==> config.mk <==
export PLATFORM = sky130hd
export DESIGN_NAME = fbg_top
export DESIGN_NICKNAME = d
export VERILOG_FILES = /design/src/core/fbg_pkg.sv /design/src/core/fbg_sync3.sv /design/src/core/fbg_chan_gen.sv /design/src/core/fbg_top.sv
export VERILOG_INCLUDE_DIRS = /design/src /design/src/core
export SDC_FILE = /design/constraint.sdc
export NUM_CORES = 1
export LEC_CHECK = 0
export BUFFER_PORTS_ARGS = -buffer_cell sky130_fd_sc_hd__buf_2
export CAP_MARGIN = 20
export CORE_MARGIN = 5
export CORE_UTILIZATION = 65
export CTS_CLUSTER_DIAMETER = 40
export DETAILED_ROUTE_END_ITERATION = 10
export PLACE_DENSITY = 0.83
export SLEW_MARGIN = 5
export SYNTH_ARGS = -nofsm -noshare
export SYNTH_HDL_FRONTEND = slang
export SYNTH_HIERARCHICAL = 1
export SYNTH_SLANG_ARGS = --single-unit
==> constraint.sdc <==
create_clock -name clk_in -period 5 [get_ports clk_in]
set_input_delay 0 -clock clk_in [delete_from_list [all_inputs] [get_ports clk_in]]
set_output_delay 0 -clock clk_in [all_outputs]
set_load 0.1 [all_outputs]
==> src/core/fbg_regs.svh <==
`ifndef FBG_REGS_SVH
`define FBG_REGS_SVH

// =============================================================
// Register offsets on the three address lines
`define FBG_OFS_DIV_LOW      3'h0
`define FBG_OFS_DIV_HIGH     3'h1
`define FBG_OFS_DIV_FRAC     3'h2
`define FBG_OFS_MODEM_CTRL   3'h4
`define FBG_OFS_ENH_MODE     3'h5
`define FBG_OFS_GEN_STATUS   3'h7

// =============================================================
// Reset values
`define FBG_RST_DIV_LOW      8'h01
`define FBG_RST_DIV_HIGH     8'h00
`define FBG_RST_DIV_FRAC     8'h00
`define FBG_RST_MODEM_CTRL   8'h00
`define FBG_RST_ENH_MODE     8'h00

// =============================================================
// Field positions
`define FBG_BIT_PRESCALE     7
`define FBG_BIT_SAMPLE16     7
`define FBG_FRAC_MSB         3

// =============================================================
// Timing counts
`define FBG_PRESCALE_LAST    2'h3
`define FBG_OSR16_LAST       4'hF
`define FBG_OSR8_LAST        4'h7
`define FBG_OSR16_HALF       4'h7
`define FBG_OSR8_HALF        4'h3

`endif

==> src/core/fbg_pkg.sv <==
package fbg_pkg;

    // Receive sampling timer phases
    typedef enum logic [1:0] {
        FBG_RX_IDLE,
        FBG_RX_HALF,
        FBG_RX_FULL
    } fbg_rx_state_t;

    typedef logic [7:0] fbg_byte_t;

endpackage

==> src/core/fbg_sync3.sv <==
`timescale 1ns/1ps
`default_nettype none

// =============================================================
// Three-stage pin synchroniser with agreement filter
module fbg_sync3 #(
    parameter int           W   = 1,
    parameter logic [W-1:0] RST = '0
) (
    input  wire logic         clk_in,
    input  wire logic         nrst_in,
    input  wire logic [W-1:0] d_in,
    output logic      [W-1:0] q_out
);
    logic [W-1:0] stage1;
    logic [W-1:0] stage2;
    logic [W-1:0] stage3;

    // Stage one feeds stage two only; output moves once two and three agree
    always_ff @(posedge clk_in) begin
        if (!nrst_in) begin
            stage1 <= RST;
            stage2 <= RST;
            stage3 <= RST;
            q_out  <= RST;
        end else begin
            stage1 <= d_in;
            stage2 <= stage1;
            stage3 <= stage2;
            if (stage2 == stage3) begin
                q_out <= stage3;
            end
        end
    end

endmodule

`default_nettype wire

==> src/core/fbg_chan_gen.sv <==
`timescale 1ns/1ps
`default_nettype none

// =============================================================
// Prescaler plus fractional divider for one channel
module fbg_chan_gen
    import fbg_pkg::*;
(
    input  wire logic        clk_in,
    input  wire logic        nrst_in,
    input  wire logic        restart_in,
    input  wire logic        prescale_in,
    input  wire logic [15:0] div_int_in,
    input  wire logic [3:0]  div_frac_in,
    output logic             sample_tick_out,
    output logic      [3:0]  phase_out
);
`include "fbg_regs.svh"

    logic [1:0]  pre_cnt;
    logic [15:0] cnt;
    logic [3:0]  acc;
    wire         pre_tick;
    wire  [4:0]  acc_sum;
    wire  [15:0] base_last;
    wire  [15:0] next_cnt;
    wire         period_end;

    // Divide by four when the prescale bit is set, else pass every cycle
    assign pre_tick   = prescale_in ? (pre_cnt == `FBG_PRESCALE_LAST) : 1'b1;
    // Carry out of the sixteenths accumulator stretches one period
    assign acc_sum    = {1'b0, acc} + {1'b0, div_frac_in};
    // Integer zero behaves as one so the generator never stalls
    assign base_last  = (div_int_in == 16'h0000) ? 16'h0000 : div_int_in - 16'h0001;
    assign next_cnt   = base_last + {15'h0000, acc_sum[4]};
    assign period_end = pre_tick && (cnt == 16'h0000);

    // Prescaler counter
    always_ff @(posedge clk_in) begin
        if (!nrst_in || restart_in || !prescale_in) begin
            pre_cnt <= 2'h0;
        end else begin
            pre_cnt <= pre_cnt + 2'h1;
        end
    end

    // Period counter; any sixteen periods hold exactly frac stretches
    always_ff @(posedge clk_in) begin
        if (!nrst_in || restart_in) begin
            cnt <= 16'h0000;
            acc <= 4'h0;
        end else if (period_end) begin
            cnt <= next_cnt;
            acc <= acc_sum[3:0];
        end else if (pre_tick) begin
            cnt <= cnt - 16'h0001;
        end
    end

    // Registered sampling tick
    always_ff @(posedge clk_in) begin
        if (!nrst_in) begin
            sample_tick_out <= 1'b0;
        end else begin
            sample_tick_out <= period_end && !restart_in;
        end
    end

    assign phase_out = acc;

endmodule

`default_nettype wire

==> src/core/fbg_top.sv <==
`timescale 1ns/1ps
`default_nettype none

module fbg_top
    import fbg_pkg::*;
(
    input  wire logic       clk_in,
    input  wire logic       nrst_in,
    input  wire logic       cs_a_n_in,
    input  wire logic       cs_b_n_in,
    input  wire logic       ior_n_in,
    input  wire logic       iow_n_in,
    input  wire logic [2:0] addr_in,
    input  wire logic [7:0] data_in,
    output logic      [7:0] data_out,
    output logic            data_oe_out,
    input  wire logic [1:0] rx_start_in,
    input  wire logic [1:0] rx_stop_in,
    output logic      [1:0] sample_tick_out,
    output logic      [1:0] tx_bit_tick_out,
    output logic      [1:0] rx_sample_tick_out
);
`include "fbg_regs.svh"

    // =============================================================
    // Host pin synchronisers
    // Limitation: the host bus is sampled on this clock, so register
    // access needs the clock running and lags the pins by a few cycles
    logic [3:0]  strobe_f;
    logic [10:0] busval_f;
    wire         cs_a_f;
    wire         cs_b_f;
    wire         ior_f;
    wire         iow_f;
    wire  [2:0]  addr_f;
    wire  [7:0]  wdata_f;

    // Strobes idle high, so they reset to ones
    fbg_sync3 #(
        .W   (4),
        .RST (4'hF)
    ) u_sync_strobe (
        .clk_in  (clk_in),
        .nrst_in (nrst_in),
        .d_in    ({cs_a_n_in, cs_b_n_in, ior_n_in, iow_n_in}),
        .q_out   (strobe_f)
    );

    fbg_sync3 #(
        .W   (11),
        .RST (11'h000)
    ) u_sync_bus (
        .clk_in  (clk_in),
        .nrst_in (nrst_in),
        .d_in    ({addr_in, data_in}),
        .q_out   (busval_f)
    );

    assign cs_a_f  = ~strobe_f[3];
    assign cs_b_f  = ~strobe_f[2];
    assign ior_f   = ~strobe_f[1];
    assign iow_f   = ~strobe_f[0];
    assign addr_f  = busval_f[10:8];
    assign wdata_f = busval_f[7:0];

    // =============================================================
    // Write capture: values taken while the strobe is low
    logic       iow_prev;
    logic [1:0] wr_sel;
    logic [2:0] wr_addr;
    logic [7:0] wr_data;
    wire        wr_commit;

    // Commit on the strobe's rising edge, when data has settled longest
    assign wr_commit = iow_prev && !iow_f;

    // Capture selects, address and data during the low phase
    always_ff @(posedge clk_in) begin
        if (!nrst_in) begin
            iow_prev <= 1'b0;
            wr_sel   <= 2'h0;
            wr_addr  <= 3'h0;
            wr_data  <= 8'h00;
        end else begin
            iow_prev <= iow_f;
            if (iow_f) begin
                wr_sel  <= {cs_b_f, cs_a_f};
                wr_addr <= addr_f;
                wr_data <= wdata_f;
            end
        end
    end

    // =============================================================
    // Per-channel registers and generators
    logic [1:0][7:0] rd_val;

    genvar ch;
    generate
        for (ch = 0; ch < 2; ch++) begin : g_ch
            logic          [7:0] divisor_integer_low;
            logic          [7:0] divisor_integer_high;
            logic          [7:0] divisor_fraction;
            logic          [7:0] modem_control_register;
            logic          [7:0] enhanced_mode_register;
            logic                restart;
            logic          [3:0] tx_cnt;
            logic          [3:0] rx_cnt;
            fbg_rx_state_t       rx_state;
            fbg_rx_state_t       next_rx_state;
            wire                 wr_here;
            wire                 div_wr;
            wire                 sample16;
            wire           [3:0] bit_last;
            wire           [3:0] half_last;
            wire           [3:0] phase;
            wire                 tick;
            wire          [15:0] div_int;
            wire           [7:0] status;

            // Both selects low writes both channels at once
            assign wr_here   = wr_commit && wr_sel[ch];
            assign div_wr    = wr_here && (wr_addr == `FBG_OFS_DIV_LOW ||
                                           wr_addr == `FBG_OFS_DIV_HIGH ||
                                           wr_addr == `FBG_OFS_DIV_FRAC ||
                                           wr_addr == `FBG_OFS_MODEM_CTRL);
            assign div_int   = {divisor_integer_high, divisor_integer_low};
            assign sample16  = enhanced_mode_register[`FBG_BIT_SAMPLE16];
            assign bit_last  = sample16 ? `FBG_OSR16_LAST : `FBG_OSR8_LAST;
            assign half_last = sample16 ? `FBG_OSR16_HALF : `FBG_OSR8_HALF;

            // Register file; divisor defaults to exactly one
            always_ff @(posedge clk_in) begin
                if (!nrst_in) begin
                    divisor_integer_low    <= `FBG_RST_DIV_LOW;
                    divisor_integer_high   <= `FBG_RST_DIV_HIGH;
                    divisor_fraction       <= `FBG_RST_DIV_FRAC;
                    modem_control_register <= `FBG_RST_MODEM_CTRL;
                    enhanced_mode_register <= `FBG_RST_ENH_MODE;
                end else if (wr_here) begin
                    case (wr_addr)
                        `FBG_OFS_DIV_LOW: begin
                            divisor_integer_low <= wr_data;
                        end
                        `FBG_OFS_DIV_HIGH: begin
                            divisor_integer_high <= wr_data;
                        end
                        `FBG_OFS_DIV_FRAC: begin
                            // Upper four bits are not implemented
                            divisor_fraction <= {4'h0, wr_data[`FBG_FRAC_MSB:0]};
                        end
                        `FBG_OFS_MODEM_CTRL: begin
                            modem_control_register <= wr_data;
                        end
                        `FBG_OFS_ENH_MODE: begin
                            enhanced_mode_register <= wr_data;
                        end
                        default: begin
                        end
                    endcase
                end
            end

            // Restart the divider after a divisor or prescale change
            always_ff @(posedge clk_in) begin
                if (!nrst_in) begin
                    restart <= 1'b0;
                end else begin
                    restart <= div_wr;
                end
            end

            // Independent generator per channel
            fbg_chan_gen u_gen (
                .clk_in          (clk_in),
                .nrst_in         (nrst_in),
                .restart_in      (restart),
                .prescale_in     (modem_control_register[`FBG_BIT_PRESCALE]),
                .div_int_in      (div_int),
                .div_frac_in     (divisor_fraction[`FBG_FRAC_MSB:0]),
                .sample_tick_out (tick),
                .phase_out       (phase)
            );

            // Transmit bit timer: one bit every 16 or 8 ticks
            always_ff @(posedge clk_in) begin
                if (!nrst_in || restart) begin
                    tx_cnt <= 4'h0;
                end else if (tick) begin
                    tx_cnt <= (tx_cnt >= bit_last) ? 4'h0 : tx_cnt + 4'h1;
                end
            end

            // Receive timer steps from idle to mid-bit to whole bits
            always_comb begin
                next_rx_state = rx_state;
                case (rx_state)
                    FBG_RX_IDLE: begin
                        if (rx_start_in[ch]) begin
                            next_rx_state = FBG_RX_HALF;
                        end
                    end
                    FBG_RX_HALF: begin
                        if (tick && rx_cnt == half_last) begin
                            next_rx_state = FBG_RX_FULL;
                        end
                    end
                    FBG_RX_FULL: begin
                        next_rx_state = FBG_RX_FULL;
                    end
                    default: begin
                        next_rx_state = FBG_RX_IDLE;
                    end
                endcase
                // A stop request always wins and ends the frame
                if (rx_stop_in[ch]) begin
                    next_rx_state = FBG_RX_IDLE;
                end
            end

            // Receive counter and state
            always_ff @(posedge clk_in) begin
                if (!nrst_in) begin
                    rx_state <= FBG_RX_IDLE;
                    rx_cnt   <= 4'h0;
                end else begin
                    rx_state <= next_rx_state;
                    if (rx_state == FBG_RX_IDLE || rx_state != next_rx_state) begin
                        rx_cnt <= 4'h0;
                    end else if (tick) begin
                        rx_cnt <= (rx_cnt >= bit_last) ? 4'h0 : rx_cnt + 4'h1;
                    end
                end
            end

            // Registered tick outputs share the same sampling clock
            always_ff @(posedge clk_in) begin
                if (!nrst_in) begin
                    sample_tick_out[ch]    <= 1'b0;
                    tx_bit_tick_out[ch]    <= 1'b0;
                    rx_sample_tick_out[ch] <= 1'b0;
                end else begin
                    sample_tick_out[ch]    <= tick;
                    tx_bit_tick_out[ch]    <= tick && (tx_cnt == bit_last);
                    rx_sample_tick_out[ch] <= tick && !rx_stop_in[ch] &&
                        ((rx_state == FBG_RX_HALF && rx_cnt == half_last) ||
                         (rx_state == FBG_RX_FULL && rx_cnt == bit_last));
                end
            end

            // Status: fraction phase and receive activity
            assign status = {phase, 1'b0, 1'b0, sample16, rx_state != FBG_RX_IDLE};

            // Read selection for this channel
            assign rd_val[ch] =
                (addr_f == `FBG_OFS_DIV_LOW)    ? divisor_integer_low    :
                (addr_f == `FBG_OFS_DIV_HIGH)   ? divisor_integer_high   :
                (addr_f == `FBG_OFS_DIV_FRAC)   ? divisor_fraction       :
                (addr_f == `FBG_OFS_MODEM_CTRL) ? modem_control_register :
                (addr_f == `FBG_OFS_ENH_MODE)   ? enhanced_mode_register :
                (addr_f == `FBG_OFS_GEN_STATUS) ? status                 : 8'h00;
        end
    endgenerate

    // =============================================================
    // Read path
    wire       rd_active;
    wire [7:0] rd_mux;

    // Reading both channels together is illegal; channel A wins then
    assign rd_active = ior_f && (cs_a_f || cs_b_f);
    assign rd_mux    = cs_a_f ? rd_val[0] : rd_val[1];

    // Data is registered; bus drive follows the filtered read strobe
    // Costs one cycle of latency but keeps the read data free of glitches
    // while the address synchroniser settles
    always_ff @(posedge clk_in) begin
        if (!nrst_in) begin
            data_out    <= 8'h00;
            data_oe_out <= 1'b0;
        end else begin
            data_out    <= rd_active ? rd_mux : 8'h00;
            data_oe_out <= rd_active;
        end
    end

endmodule

`default_nettype wire

==> tab_implementation.tex, run 1 <==
\begin{tabular}{lr}
\hline
Metric & Value \\
\hline
\multicolumn{2}{l}{\textbf{STA}} \\
\quad Setup violations, final & 0 \\
\quad Transition time of the tightest slew-check pin & 1.122 ns \\
\quad RSZ-0062 raised after global routing & no \\
\quad Tcrit/Tclk final & 0.6582 \\
\quad Max-slew violation count & 0 \\
\quad Post-route clock skew & 0.02052 ns \\
\quad Final setup margin & 1.709 ns \\
\quad Min Tclk post-route & 3.291 ns \\
\quad Highest Clock Rate & 0.3038 GHz \\
\quad Final number of hold-violating endpoints & 0 \\
\quad Final sum of negative setup slack & 0 ns \\
\quad Max-Slew Margin vs Limit & 0.2507 \\
\quad Worst slack on hold paths & roughly 0.2 ns \\
\multicolumn{2}{l}{\textbf{CTS}} \\
\quad Number of setup buffers added after CTS & 0 \\
\quad Post-CTS sizing & 0 \\
\quad Total clock buffers created by CTS & 36 \\
\quad Bufs on Longest Clock Path & 3 \\
\quad Deepest level of the CTS H-tree & 2 \\
\quad Latest clock arrival within the worst-skew pair & 0.52 ns \\
\quad Root buffer cell & clkbuf\_16 \\
\quad Clock Sinks & 229 \\
\quad Clk pin slew, worst setup/hold paths & 0.05 ns \\
\quad Clock tree from TritonCTS & done \\
\multicolumn{2}{l}{\textbf{Synth}} \\
\quad Post-synth cell types & 102 \\
\quad Synth top cells by count & dfxtp\_1, nand2\_1, mux2i\_1, nor2b\_1, nor2\_1 \\
\quad Syn Area/Cell & 8.952 sq um \\
\quad Share of flip-flops with an asynchronous set or reset after synthesis & 0 \\
\quad Synthesis-stage register bit count & 229 \\
\quad Number of enable flip-flop cells after synthesis & 0 \\
\quad Cell types with the largest area share after synthesis & dfxtp\_1, mux2i\_1, nor2b\_1, nand2\_1, xnor2\_1 \\
\quad Total of warnings raised by yosys & 6 \\
\quad Yosys top cell by area & dfxtp\_1 \\
\quad Cell area after technology mapping & 12170 sq um \\
\quad Sequential fraction of the synthesis area & 0.3766 \\
\quad Main synth FF type & dfxtp\_1 \\
\quad Library cell with the highest instance count after synthesis & dfxtp\_1 \\
\quad Net count of the mapped netlist & 1409 \\
\quad Instance count of the mapped netlist & 1360 \\
\quad Share of Yosys cell area claimed by the top area cell type & 0.3766 \\
\multicolumn{2}{l}{\textbf{Die}} \\
\quad Die Y-Extent & 146.9 um \\
\quad Top-level port count & 36 \\
\quad Core Box Area & 18580 sq um \\
\quad Initial cell density of the core & 0.6552 \\
\quad Die Wd & roughly 150 um \\
\quad FP Rows & 50 \\
\quad Die area & 21570 sq um \\
\multicolumn{2}{l}{\textbf{Finish}} \\
\quad Final Non-Filler Cells & approximately 1700 \\
\quad Final Cell Area & 13850 sq um \\
\quad Number of antenna repair diodes & 0 \\
\quad Fillcell total & 1300 \\
\quad Multi-input gate area in the final layout & 7054 sq um \\
\quad Area growth from synthesis to final layout & 13.75\% \\
\quad Number of nets in the finished design & around 1400 \\
\quad Register area & around 4600 sq um \\
\quad Core occupancy in the finished layout & 0.7453 \\
\quad Fraction of layout instances using a drive strength above 1 & 0.1234 \\
\multicolumn{2}{l}{\textbf{Pwr}} \\
\quad Switching power as a share of total power & 0.2971 \\
\quad Gate power share & 0.179 \\
\quad Static Leak & 5.421 nW \\
\quad Sequential share of power & 0.365 \\
\quad Clock network power share & 0.456 \\
\quad Switching power total & 1.701 mW \\
\quad Cell internal pwr & between 4 and 5 mW \\
\quad Maximum ir drop on the vdd rail & 0.4680 mV \\
\quad PnR Total Power & 5.725 mW \\
\quad Cell Pwr Density & 413.4 nW/um\^{}2 \\
\multicolumn{2}{l}{\textbf{Global routing}} \\
\quad Met3 usage in global routing & 0.05120 \\
\quad Global-route wire length before repair & about 49000 um \\
\quad Largest net degree at the start of global routing & 71 \\
\quad Overflow left after global routing & 0 \\
\quad Number of antenna violations at the first check in global routing & 0 \\
\quad GRT Max-Usage Layer & met2 \\
\quad Overall track demand over capacity in global routing & 0.2707 \\
\quad Vias in the first global route & 9566 \\
\quad M1 GR Usage & 0.3571 \\
\quad Global routing met2 resource utilization & 0.4328 \\
\multicolumn{2}{l}{\textbf{Routing}} \\
\quad Vias per cell & around 6.1 \\
\quad Residual antenna-violating net count after detailed routing & 0 \\
\quad Drt initial violations & roughly 740 \\
\quad Average wire per standard cell & 17.94 um \\
\quad First-pass detailed-route iteration total & 5 \\
\quad Final wirelength & between 20000 and 30000 um \\
\quad Remaining design rule violation count & 0 \\
\quad Total vias in the final route & around 10000 \\
\multicolumn{2}{l}{\textbf{Worst setup path}} \\
\quad Critical path arrival & 3.71 ns \\
\quad Worst endpoint required time & 5.42 ns \\
\quad Critical path type & reg2reg \\
\quad Critical Path Sink Type & register \\
\quad Critical path peak fanout & 9 \\
\quad Type of element launching the critical path & register \\
\multicolumn{2}{l}{\textbf{Placement}} \\
\quad Routability congestion estimate & between 0.9 and 1 \\
\quad Placed wire-length estimate & 19710 um \\
\quad Cell area reported after detailed placement & 12300 sq um \\
\quad Dpl cells & 1560 \\
\quad Pre-CTS worst setup slack & 1.794 ns \\
\quad Count of buffers inserted at the top-level ports & 35 \\
\multicolumn{2}{l}{\textbf{Outcome}} \\
\quad Status & complete, no violations \\
\multicolumn{2}{l}{\textbf{Worst hold path}} \\
\quad Worst Hold Class & in2reg \\
\multicolumn{2}{l}{\textbf{Job}} \\
\quad Max-cap viol count & 0 \\
\hline
\end{tabular}
[kinds of logic (layout without fill, tap and decap cells)]
kind of cell | after synthesis | in the layout | synth area share
multiplexers | 98 | 98 | 0.08088
AND/OR/NAND/NOR | 553 | 553 | 0.2621
XOR/XNOR | 70 | 70 | 0.05159
flip-flops | 229 | 229 | 0.3766
AO/OA/AOI/OAI | 271 | 271 | 0.1549
buffers and inverters | 111 | 169 | 0.04399
adder cells (fa/ha/maj) | 28 | 28 | 0.03001
[worst paths after layout]
path,from,endpoint,slack [ns],cells after the start
max,g_ch[1].divisor_integer_low[4]$_SDFFE_PN0P_,g_ch[1].u_gen/cnt[4]$_SDFFE_PP0P_,1.71,12
min,ior_n_in,u_sync_strobe/stage1[1]$_SDFF_PN1_,0.20,3
max reg2reg,g_ch[1].divisor_integer_low[4]$_SDFFE_PN0P_,g_ch[1].u_gen/cnt[4]$_SDFFE_PP0P_,1.71,12
min reg2reg,g_ch[1].u_gen/pre_cnt[0]$_SDFF_PP0_,g_ch[1].u_gen/pre_cnt[0]$_SDFF_PP0_,0.41,1
[power groups by stage]
stage,sequential (mW),combinational [mW],clock (mW)
floorplan,2.10,0.809,0
global placement,2.12,0.960,0
detailed placement,2.13,0.983,0
CTS,2.09,1.00,2.65
global route,2.11,1.15,2.75
finish,2.09,1.02,2.61
[cell type report]
type,instances,share of cell area
multi-input cells,1020,0.5094
repair buffers,70,0.03641
well taps,234,0.02114
clock buffers,40,0.06912
flip-flops and latches,229,0.3310
clock inverters,26,0.02394
inverters,33,0.008945
[worst max-delay path: stages, from the launching register on]
cell and delay, ns:
dfxtp_1 0.41, nor4_2 0.33, nand3_1 0.31, nor3_1 0.41, nor2_1 0.10, ha_1 0.23
ha_1 0.29, nor4_1 0.30, a21oi_1 0.08, xnor2_1 0.16, a21oi_1 0.08, or4_1 0.40
a21oi_1 0.13
[registers in the layout (all words and copies together), names as in the netlist, 11 cells and up]
name and cells:
g_ch.u_gen/cnt 32, g_ch.divisor_integer_high 16, g_ch.enhanced_mode_register 16, u_sync_bus/stage3 11, u_sync_bus/q_out 11, u_sync_bus/stage2 11, u_sync_bus/stage1 11, g_ch.modem_control_register 16
g_ch.divisor_integer_low 16
[repair_timing]
item / in CTS / in global routing
setup endpoints to repair: 0 / 0
hold buffers: 24 / 0
hold endpoints to repair: 45 / 0
[layer usage]
metal | vias to the layer above | wire (um)
met3 | 93 | 2197
li1 | 4902 | -
met2 | 395 | 13580
met4 | 0 | 1211
met5 | - | 0
met1 | 4699 | 12650
[placed cells by master (no fill, tap or decap), drive strengths merged, types with 9 or more instances in the layout]
cell type      n
or4           13
and3          11
nand2        124
nor3b         10
a211oi        24
nand3b         9
and2          38
o21ai         59
ha            26
nand3         29
dfxtp        229
a21oi         62
xor2          30
nand2b        38
mux2i         98
a21boi        25
nor2b         90
xnor2         40
or3           15
inv           44
nor2          79
clkbuf        40
a31oi         10
nand4         11
buf           46
o22ai         15
nor3          40
dlygate4sd3   24
nor4          24
Note: power is estimated with default switching activity, not from simulation.
==> inputs of run 2 (changes only) <==
- CORE_UTILIZATION: 65 -> 57
- PLACE_DENSITY: 0.83 -> 0.77
- clock period: 5 -> 2.7 ns (I/O delays scaled with it)
==> run 2 against run 1 <==
Compared with the run above: sequential cell count unchanged; clock-buffer cell count decreased by 2; sequential power grew 85%; final area up 6.1%.
==> tab_implementation.tex, run 2 (synthesis results as in run 1) <==
\begin{tabular}{lr}
\hline
Metric & Value \\
\hline
\multicolumn{2}{l}{\textbf{Worst setup path}} \\
\quad R2r worst-path depth & 11 (was 12) \\
\quad Critical path arrival & 3.06 ns (was 3.71 ns) \\
\quad Slack of the worst reg-to-reg path & 0.07 ns (was 1.71 ns) \\
\quad Critical path peak fanout & 4 (was 9) \\
\quad Critical R2R Launch & g\_ch[1].divisor\_integer\_high[7]\$\_SDFFE\_PN0P\_ (was g\_ch[1].divisor\_integer\_low[4]\$\_SDFFE\_PN0P\_) \\
\quad Worst endpoint required time & 3.13 ns (was 5.42 ns) \\
\quad Type of element launching the critical path & register (unchanged) \\
\quad Critical Path Sink Type & register (unchanged) \\
\quad End of the worst register-to-register path & g\_ch[1].u\_gen/cnt[4]\$\_SDFFE\_PP0P\_ (unchanged) \\
\quad Critical path type & reg2reg (unchanged) \\
\multicolumn{2}{l}{\textbf{Placement}} \\
\quad Cell area reported after detailed placement & 12970 sq um (was 12300 sq um) \\
\quad Count of buffers inserted at the top-level ports & 35 (unchanged) \\
\quad Pre-CTS worst setup slack & -0.03034 ns (was 1.794 ns) \\
\quad Dpl cells & 1672 (was 1560) \\
\quad Routability congestion estimate & 0.8936 (was 0.9243) \\
\quad Placed wire-length estimate & 20590 um (was 19710 um) \\
\multicolumn{2}{l}{\textbf{STA}} \\
\quad Final number of hold-violating endpoints & 0 (unchanged) \\
\quad Min Tclk post-route & 2.633 ns (was 3.291 ns) \\
\quad Setup violations, final & 0 (unchanged) \\
\quad Max-Slew Margin vs Limit & 0.3157 (was 0.2507) \\
\quad Highest Clock Rate & 0.3797 GHz (was 0.3038 GHz) \\
\quad RSZ-0062 raised after global routing & yes (was no) \\
\quad Post-route clock skew & 0.02502 ns (was 0.02052 ns) \\
\quad Worst slack on hold paths & 0.2101 ns (was 0.2034 ns) \\
\quad Transition time of the tightest slew-check pin & 1.025 ns (was 1.122 ns) \\
\quad Tcrit/Tclk final & 0.9753 (was 0.6582) \\
\quad Max-slew violation count & 0 (unchanged) \\
\quad Final setup margin & 0.06665 ns (was 1.709 ns) \\
\multicolumn{2}{l}{\textbf{Die}} \\
\quad FP Rows & 53 (was 50) \\
\quad Die area & 24380 sq um (was 21570 sq um) \\
\quad Top-level port count & 36 (unchanged) \\
\quad Die Y-Extent & 156.1 um (was 146.9 um) \\
\quad Initial cell density of the core & 0.5791 (was 0.6552) \\
\quad Die Wd & 156.1 um (was 146.9 um) \\
\quad Core Box Area & 21020 sq um (was 18580 sq um) \\
\multicolumn{2}{l}{\textbf{Pwr}} \\
\quad Clock network power share & 0.450 (was 0.456) \\
\quad Cell internal pwr & 7.666 mW (was 4.024 mW) \\
\quad Maximum ir drop on the vdd rail & 0.5932 mV (was 0.4680 mV) \\
\quad Switching power as a share of total power & 0.2897 (was 0.2971) \\
\quad Cell Pwr Density & 734.3 nW/um\^{}2 (was 413.4 nW/um\^{}2) \\
\quad Sequential share of power & 0.359 (was 0.365) \\
\quad Gate power share & 0.191 (was 0.179) \\
\quad Static Leak & 5.845 nW (was 5.421 nW) \\
\quad Switching power total & 3.127 mW (was 1.701 mW) \\
\multicolumn{2}{l}{\textbf{Finish}} \\
\quad Most frequent cells in the layout & dfxtp\_1, nand2\_1, mux2i\_1, nor2b\_1, buf\_4 (was dfxtp\_1, nand2\_1, mux2i\_1, nor2b\_1, nor2\_1) \\
\quad Fillcell total & 1532 (was 1300) \\
\quad Final Non-Filler Cells & 1762 (was 1652) \\
\quad Max FFs per register & 32 (unchanged) \\
\quad Area growth from synthesis to final layout & 20.73\% (was 13.75\%) \\
\quad Number of nets in the finished design & 1510 (was 1439) \\
\quad Final Cell Area & 14700 sq um (was 13850 sq um) \\
\quad Register ranked first by flip-flop count & g\_ch.u\_gen/cnt (unchanged) \\
\quad Most frequent standard cell in the layout excluding fill and tap cells & dfxtp\_1 (unchanged) \\
\quad Fraction of layout instances using a drive strength above 1 & 0.1931 (was 0.1234) \\
\multicolumn{2}{l}{\textbf{Worst hold path}} \\
\quad Cell depth of the worst hold path & 3 (unchanged) \\
\quad Endpoint with the worst hold slack & u\_sync\_strobe/stage1[1]\$\_SDFF\_PN1\_ (unchanged) \\
\quad Worst Hold Class & in2reg (unchanged) \\
\quad Min-Delay Startpoint & ior\_n\_in (unchanged) \\
\multicolumn{2}{l}{\textbf{Global routing}} \\
\quad Largest net degree at the start of global routing & 65 (was 71) \\
\quad Number of antenna violations at the first check in global routing & 0 (unchanged) \\
\quad GRT Max-Usage Layer & met2 (unchanged) \\
\quad Vias in the first global route & 9827 (was 9566) \\
\quad Met3 usage in global routing & 0.03689 (was 0.05120) \\
\quad M1 GR Usage & 0.3223 (was 0.3571) \\
\quad Overall track demand over capacity in global routing & 0.2465 (was 0.2707) \\
\quad Overflow left after global routing & 0 (unchanged) \\
\quad Global routing met2 resource utilization & 0.4077 (was 0.4328) \\
\quad Global-route wire length before repair & 49800 um (was 48560 um) \\
\multicolumn{2}{l}{\textbf{Routing}} \\
\quad Average wire per standard cell & 17.35 um (was 17.94 um) \\
\quad Residual antenna-violating net count after detailed routing & 0 (unchanged) \\
\quad Total vias in the final route & 10320 (was 10090) \\
\quad Final wirelength & 30580 um (was 29630 um) \\
\quad Drt initial violations & 765 (was 742) \\
\quad Remaining design rule violation count & 0 (unchanged) \\
\quad Vias per cell & 5.856 (was 6.107) \\
\quad First-pass detailed-route iteration total & 5 (unchanged) \\
\multicolumn{2}{l}{\textbf{CTS}} \\
\quad Bufs on Longest Clock Path & 3 (unchanged) \\
\quad Total clock buffers created by CTS & 36 (unchanged) \\
\quad Root buffer cell & clkbuf\_16 (unchanged) \\
\quad Clock Sinks & 229 (unchanged) \\
\quad Deepest level of the CTS H-tree & 2 (unchanged) \\
\quad Clock tree from TritonCTS & done (unchanged) \\
\quad Latest clock arrival within the worst-skew pair & 0.51 ns (was 0.52 ns) \\
\quad Clk pin slew, worst setup/hold paths & 0.05 ns (about the same) \\
\multicolumn{2}{l}{\textbf{Job}} \\
\quad Max-cap viol count & 0 (unchanged) \\
\multicolumn{2}{l}{\textbf{Outcome}} \\
\quad Status & complete, no violations (unchanged) \\
\hline
\end{tabular}
-- run 2: changes by cell type in the layout (fill, tap and decap cells not counted), moves of 4 or more --
| cell | before | now |
|---|---|---|
| buf_4 | 11 | 83 |
| dfxtp_1 | 229 | 223 |
| dfxtp_2 | 0 | 6 |
| dlygate4sd3_1 | 24 | 20 |
| ha_1 | 26 | 19 |
| ha_4 | 0 | 5 |
-- run 2: how the worst max path moves through the flow --
stage               depth (start not counted)                            endpoint                                    startpoint
floorplan                                  12   g_ch[1].u_gen/cnt[4]$_SDFFE_PP0P_  g_ch[1].divisor_integer_high[0]$_SDFFE_PN0P_
global placement                           15  g_ch[1].u_gen/cnt[13]$_SDFFE_PP0P_      g_ch[1].divisor_fraction[0]$_SDFFE_PN0P_
detailed placement                         13  g_ch[0].u_gen/cnt[13]$_SDFFE_PP0P_      g_ch[0].divisor_fraction[0]$_SDFFE_PN0P_
CTS                                        13   g_ch[0].u_gen/cnt[6]$_SDFFE_PP0P_       g_ch[0].u_gen/phase_out[0]$_SDFFE_PP0P_
global route                               11   g_ch[1].u_gen/cnt[4]$_SDFFE_PP0P_  g_ch[1].divisor_integer_high[7]$_SDFFE_PN0P_
finish                                     11   g_ch[1].u_gen/cnt[4]$_SDFFE_PP0P_  g_ch[1].divisor_integer_high[7]$_SDFFE_PN0P_
-- run 2: critical path: stages, from the launching register on --
cell and delay, ns:
dfxtp_2 0.32, or4_4 0.55, nor3_4 0.24, nor2_1 0.08, ha_2 0.21, ha_4 0.18
nor4_2 0.14, a21oi_1 0.09, xnor2_1 0.14, a21oi_1 0.08, or4_1 0.42, a21oi_2 0.12
-- run 2: per-stage QoR --
| stage | power (mW) | setup TNS (ns) | util |
|---|---|---|---|
| after global placement | 5.869 | 0 | 0.6169 |
| after global routing | 11.28 | -0.1223 | 0.6991 |
| after CTS | 10.82 | 0 | 0.6886 |
| final | 10.79 | 0 | 0.6992 |
| after floorplan | 5.396 | -0.02123 | - |
| after detailed placement | 5.920 | -0.04807 | 0.6169 |
-- run 2: layout make-up --
cell class | count | area [sq um] | area share
Clock inverter | 25 | 335.3 | 0.02281
Sequential cell | 229 | 4592 | 0.3124
Antenna cell | 1 | 2.502 | 0.0001703
Clock buffer | 38 | 939.7 | 0.06393
Tap cell | 275 | 344.1 | 0.02341
Multi-Input combinational cell | 1020 | 7305 | 0.4970
Inverter | 33 | 123.9 | 0.008428
Timing Repair Buffer | 141 | 1056 | 0.07185
-- run 2: repair_timing --
item	in CTS	in global routing
buffers inserted	1	5
hold buffers	20	0
pin swaps	1	18
gates cloned	0	0
setup endpoints to repair	6	19
endpoints found under the hold margin	23	0
gates resized for setup	5	41
-- run 2: routing by layer --
metal / vias up / part of all wire / wire (um)
met2: 328 / 0.47 / 14390
met3: 94 / 0.060 / 1849
met4: 0 / 0.043 / 1330
li1: 5056 / - / -
met1: 4841 / 0.43 / 13010
met5: - / 0 / 0
-- run 2: power groups by stage --
stage	clock (mW)	combinational (mW)	sequential (mW)
floorplan	0	1.50	3.90
global placement	0	1.95	3.92
detailed placement	0	1.98	3.94
CTS	4.92	2.03	3.87
global route	5.09	2.28	3.91
finish	4.86	2.06	3.87
==> inputs of run 3 (changes only) <==
- CORE_ASPECT_RATIO: unset -> 1.25
==> run 3 against run 2 <==
Compared with the run above: the run now ends with negative setup slack left; clock-buffer cell count down 3; global-route usage down 0.86 points; sequential share of layout area up 0.45 points; worst hold slack worse by 0.035 ns; wire length down 1.3%; critical path depth down 4; combinational power about the same; total power down 7.4%; first-iteration DRC count up 0.92%; via count up 0.64%.
==> tab_implementation.tex, run 3 (synthesis results as in run 1) <==
\begin{tabular}{lr}
\hline
Metric & Value \\
\hline
\multicolumn{2}{l}{\textbf{CTS}} \\
\quad Total clock buffers created by CTS & 30 (was 36) \\
\quad Latest clock arrival within the worst-skew pair & 0.54 ns (was 0.51 ns) \\
\quad Root buffer cell & clkbuf\_16 (unchanged) \\
\quad Bufs on Longest Clock Path & 3 (unchanged) \\
\quad Clk pin slew, worst setup/hold paths & 0.06 ns (was 0.05 ns) \\
\quad Clock tree from TritonCTS & done (unchanged) \\
\quad Clock Sinks & 229 (unchanged) \\
\quad Deepest level of the CTS H-tree & 1 (was 2) \\
\multicolumn{2}{l}{\textbf{Worst hold path}} \\
\quad Worst Hold Class & in2reg (unchanged) \\
\multicolumn{2}{l}{\textbf{Placement}} \\
\quad Cell area reported after detailed placement & 12980 sq um (was 12970 sq um) \\
\quad Placed wire-length estimate & 21030 um (was 20590 um) \\
\quad Routability congestion estimate & 0.9311 (was 0.8936) \\
\quad Count of buffers inserted at the top-level ports & 35 (unchanged) \\
\quad Pre-CTS worst setup slack & -0.01997 ns (was -0.03034 ns) \\
\multicolumn{2}{l}{\textbf{STA}} \\
\quad Final setup margin & -0.009416 ns (was 0.06665 ns) \\
\quad Final number of hold-violating endpoints & 0 (unchanged) \\
\quad Tcrit/Tclk final & 1.003 (was 0.9753) \\
\quad RSZ-0062 raised after global routing & yes (unchanged) \\
\quad Max-Slew Margin vs Limit & 0.3882 (was 0.3157) \\
\quad Highest Clock Rate & 0.3691 GHz (was 0.3797 GHz) \\
\quad Post-route clock skew & 0.01895 ns (was 0.02502 ns) \\
\quad Max-slew violation count & 0 (unchanged) \\
\quad Worst slack on hold paths & 0.1755 ns (was 0.2101 ns) \\
\quad Min Tclk post-route & 2.709 ns (was 2.633 ns) \\
\quad Setup violations, final & 1 (was 0) \\
\quad Transition time of the tightest slew-check pin & 0.9164 ns (was 1.025 ns) \\
\multicolumn{2}{l}{\textbf{Worst setup path}} \\
\quad Path length in cells of the critical path & 7 (was 11) \\
\quad Critical path peak fanout & 8 (was 4) \\
\quad Delay of the slowest cell on the worst path & 0.67 ns (was 0.55 ns) \\
\quad Critical path type & reg2reg (unchanged) \\
\quad Type of element launching the critical path & register (unchanged) \\
\quad Worst endpoint required time & 3.11 ns (was 3.13 ns) \\
\quad R2r worst-path depth & 7 (was 11) \\
\quad Critical R2R Launch & g\_ch[0].divisor\_integer\_low[0]\$\_SDFFE\_PN1P\_ (was g\_ch[1].divisor\_integer\_high[7]\$\_SDFFE\_PN0P\_) \\
\quad Critical path arrival & 3.12 ns (was 3.06 ns) \\
\quad Buffer and inverter count on the worst path & 0 (unchanged) \\
\quad Critical Path Sink Type & register (unchanged) \\
\quad Crit path to & g\_ch[0].u\_gen/cnt[12]\$\_SDFFE\_PP0P\_ (was g\_ch[1].u\_gen/cnt[4]\$\_SDFFE\_PP0P\_) \\
\quad Source of the critical timing path & g\_ch[0].divisor\_integer\_low[0]\$\_SDFFE\_PN1P\_ (was g\_ch[1].divisor\_integer\_high[7]\$\_SDFFE\_PN0P\_) \\
\quad Cell at the slowest stage of the critical path & or4\_1 (was or4\_4) \\
\quad Dominant delay contributor by cell family on the critical path & simple AND/OR/NAND/NOR gates (unchanged) \\
\quad Slack of the worst reg-to-reg path & -0.009 ns (was 0.07 ns) \\
\quad Critical-path cell list & or4\_1 -> or3\_1 -> a22oi\_2 -> nand3\_2 -> nor4\_2 -> xnor2\_1 -> o22ai\_1 (was or4\_4 -> nor3\_4 -> nor2\_1 -> ha\_2 -> ha\_4 -> nor4\_2 -> a21oi\_1 -> xnor2\_1 -> a21oi\_1 -> or4\_1 -> a21oi\_2) \\
\quad End of the worst register-to-register path & g\_ch[0].u\_gen/cnt[12]\$\_SDFFE\_PP0P\_ (was g\_ch[1].u\_gen/cnt[4]\$\_SDFFE\_PP0P\_) \\
\multicolumn{2}{l}{\textbf{Routing}} \\
\quad First-pass detailed-route iteration total & 5 (unchanged) \\
\quad Final wirelength & 30180 um (was 30580 um) \\
\quad Vias per cell & 5.891 (was 5.856) \\
\quad Average wire per standard cell & 17.12 um (was 17.35 um) \\
\quad Remaining design rule violation count & 0 (unchanged) \\
\quad Residual antenna-violating net count after detailed routing & 0 (unchanged) \\
\quad Drt initial violations & 772 (was 765) \\
\quad Total vias in the final route & 10390 (was 10320) \\
\multicolumn{2}{l}{\textbf{Pwr}} \\
\quad Static Leak & 5.760 nW (was 5.845 nW) \\
\quad PnR Total Power & 9.990 mW (was 10.79 mW) \\
\quad Cell Pwr Density & 689.2 nW/um\^{}2 (was 734.3 nW/um\^{}2) \\
\quad Maximum ir drop on the vdd rail & 0.6095 mV (was 0.5932 mV) \\
\multicolumn{2}{l}{\textbf{Die}} \\
\quad Core Box Area & 20970 sq um (was 21020 sq um) \\
\quad Die Y-Extent & 173.4 um (was 156.1 um) \\
\quad Top-level port count & 36 (unchanged) \\
\quad FP Rows & 59 (was 53) \\
\quad Die area & 24400 sq um (was 24380 sq um) \\
\quad Die Wd & 140.7 um (was 156.1 um) \\
\quad Initial cell density of the core & 0.5807 (was 0.5791) \\
\multicolumn{2}{l}{\textbf{Finish}} \\
\quad Register ranked first by flip-flop count & g\_ch.u\_gen/cnt (unchanged) \\
\quad Area growth from synthesis to final layout & 19.05\% (was 20.73\%) \\
\quad Most frequent cells in the layout & dfxtp\_1, nand2\_1, mux2i\_1, nor2b\_1, buf\_4 (unchanged) \\
\quad Max FFs per register & 32 (unchanged) \\
\quad Core occupancy in the finished layout & 0.6913 (was 0.6992) \\
\quad Final Cell Area & 14490 sq um (was 14700 sq um) \\
\quad Fraction of layout instances using a drive strength above 1 & 0.1840 (was 0.1931) \\
\quad Most frequent standard cell in the layout excluding fill and tap cells & dfxtp\_1 (unchanged) \\
\quad Fillcell total & 1601 (was 1532) \\
\quad Number of antenna repair diodes & 0 (was 1) \\
\quad Number of nets in the finished design & 1514 (was 1510) \\
\multicolumn{2}{l}{\textbf{Global routing}} \\
\quad Overall track demand over capacity in global routing & 0.2379 (was 0.2465) \\
\quad Vias in the first global route & 10090 (was 9827) \\
\quad Overflow left after global routing & 0 (unchanged) \\
\quad Number of antenna violations at the first check in global routing & 0 (unchanged) \\
\quad Global-route wire length before repair & 49180 um (was 49800 um) \\
\quad Largest net degree at the start of global routing & 39 (was 65) \\
\multicolumn{2}{l}{\textbf{Outcome}} \\
\quad Failing checks & negative setup slack \\
\quad Status & finished with violations (was complete, no violations) \\
\multicolumn{2}{l}{\textbf{Job}} \\
\quad Max-cap viol count & 0 (unchanged) \\
\hline
\end{tabular}
run 3: how the worst min path moves through the flow:
stage / slack, ns / depth (start not counted) / start / endpoint
CTS: 0.16 / 3 / iow_n_in / u_sync_strobe/stage1[0]$_SDFF_PN1_
global route: 0.21 / 3 / ior_n_in / u_sync_strobe/stage1[1]$_SDFF_PN1_
floorplan: 0.07 / 1 / nrst_in / u_sync_strobe/stage2[3]$_SDFF_PN1_
detailed placement: 0.18 / 2 / rx_stop_in[1] / rx_sample_tick_out[1]$_SDFF_PN0_
finish: 0.18 / 3 / cs_b_n_in / u_sync_strobe/stage1[2]$_SDFF_PN1_
global placement: 0.18 / 2 / rx_stop_in[1] / rx_sample_tick_out[1]$_SDFF_PN0_
run 3: power breakdown:
part / total, mW / switching (mW) / internal, mW
clock: 4.06 / 1.59 / 2.47
combinational: 2.07 / 1.18 / 0.890
sequential: 3.86 / 0.234 / 3.63
total: 9.99 / 3.01 / 6.98
run 3: metal layers:
layer,share of wire,vias up,global-route usage
li1,-,5059,-
met1,0.40,4844,0.2901
met2,0.49,383,0.4085
met3,0.056,99,0.02980
met4,0.052,0,0.1232
met5,0,-,0
run 3: through the flow:
step / TNS [ns] / instances
2_1_floorplan: -0.02123 / 1360
3_3_place_gp: 0 / 1673
3_5_place_dp: -0.02879 / 1673
4_1_cts: 0 / 1755
5_1_grt: -0.5381 / 1763
6_report: -0.009416 / 1763
run 3: repair_timing:
item | 4_1_cts | 5_1_grt
setup endpoints to repair | 7 | 19
hold endpoints to repair | 47 | 0
setup buffers | 0 | 8
gates resized for setup | 7 | 32
pin swaps | 3 | 25
hold buffers | 26 | 0
run 3: worst reg2reg max path, delay by kind of cell (launching register included):
| kind | cells | cell delay (ns) |
|---|---|---|
| AO/OA/AOI/OAI | 2 | 0.44 |
| XOR/XNOR | 1 | 0.18 |
| flip-flops | 1 | 0.36 |
| AND/OR/NAND/NOR | 4 | 1.59 |
run 3: cell type report:
cell class,count,area [sq um],area share
Multi-Input combinational cell,1020,7244,0.4998
Sequential cell,229,4593,0.3169
Timing Repair Buffer,151,1142,0.07882
Clock buffer,35,800.8,0.05525
Tap cell,274,342.8,0.02365
Clock inverter,21,244.0,0.01683
Inverter,33,126.4,0.008719
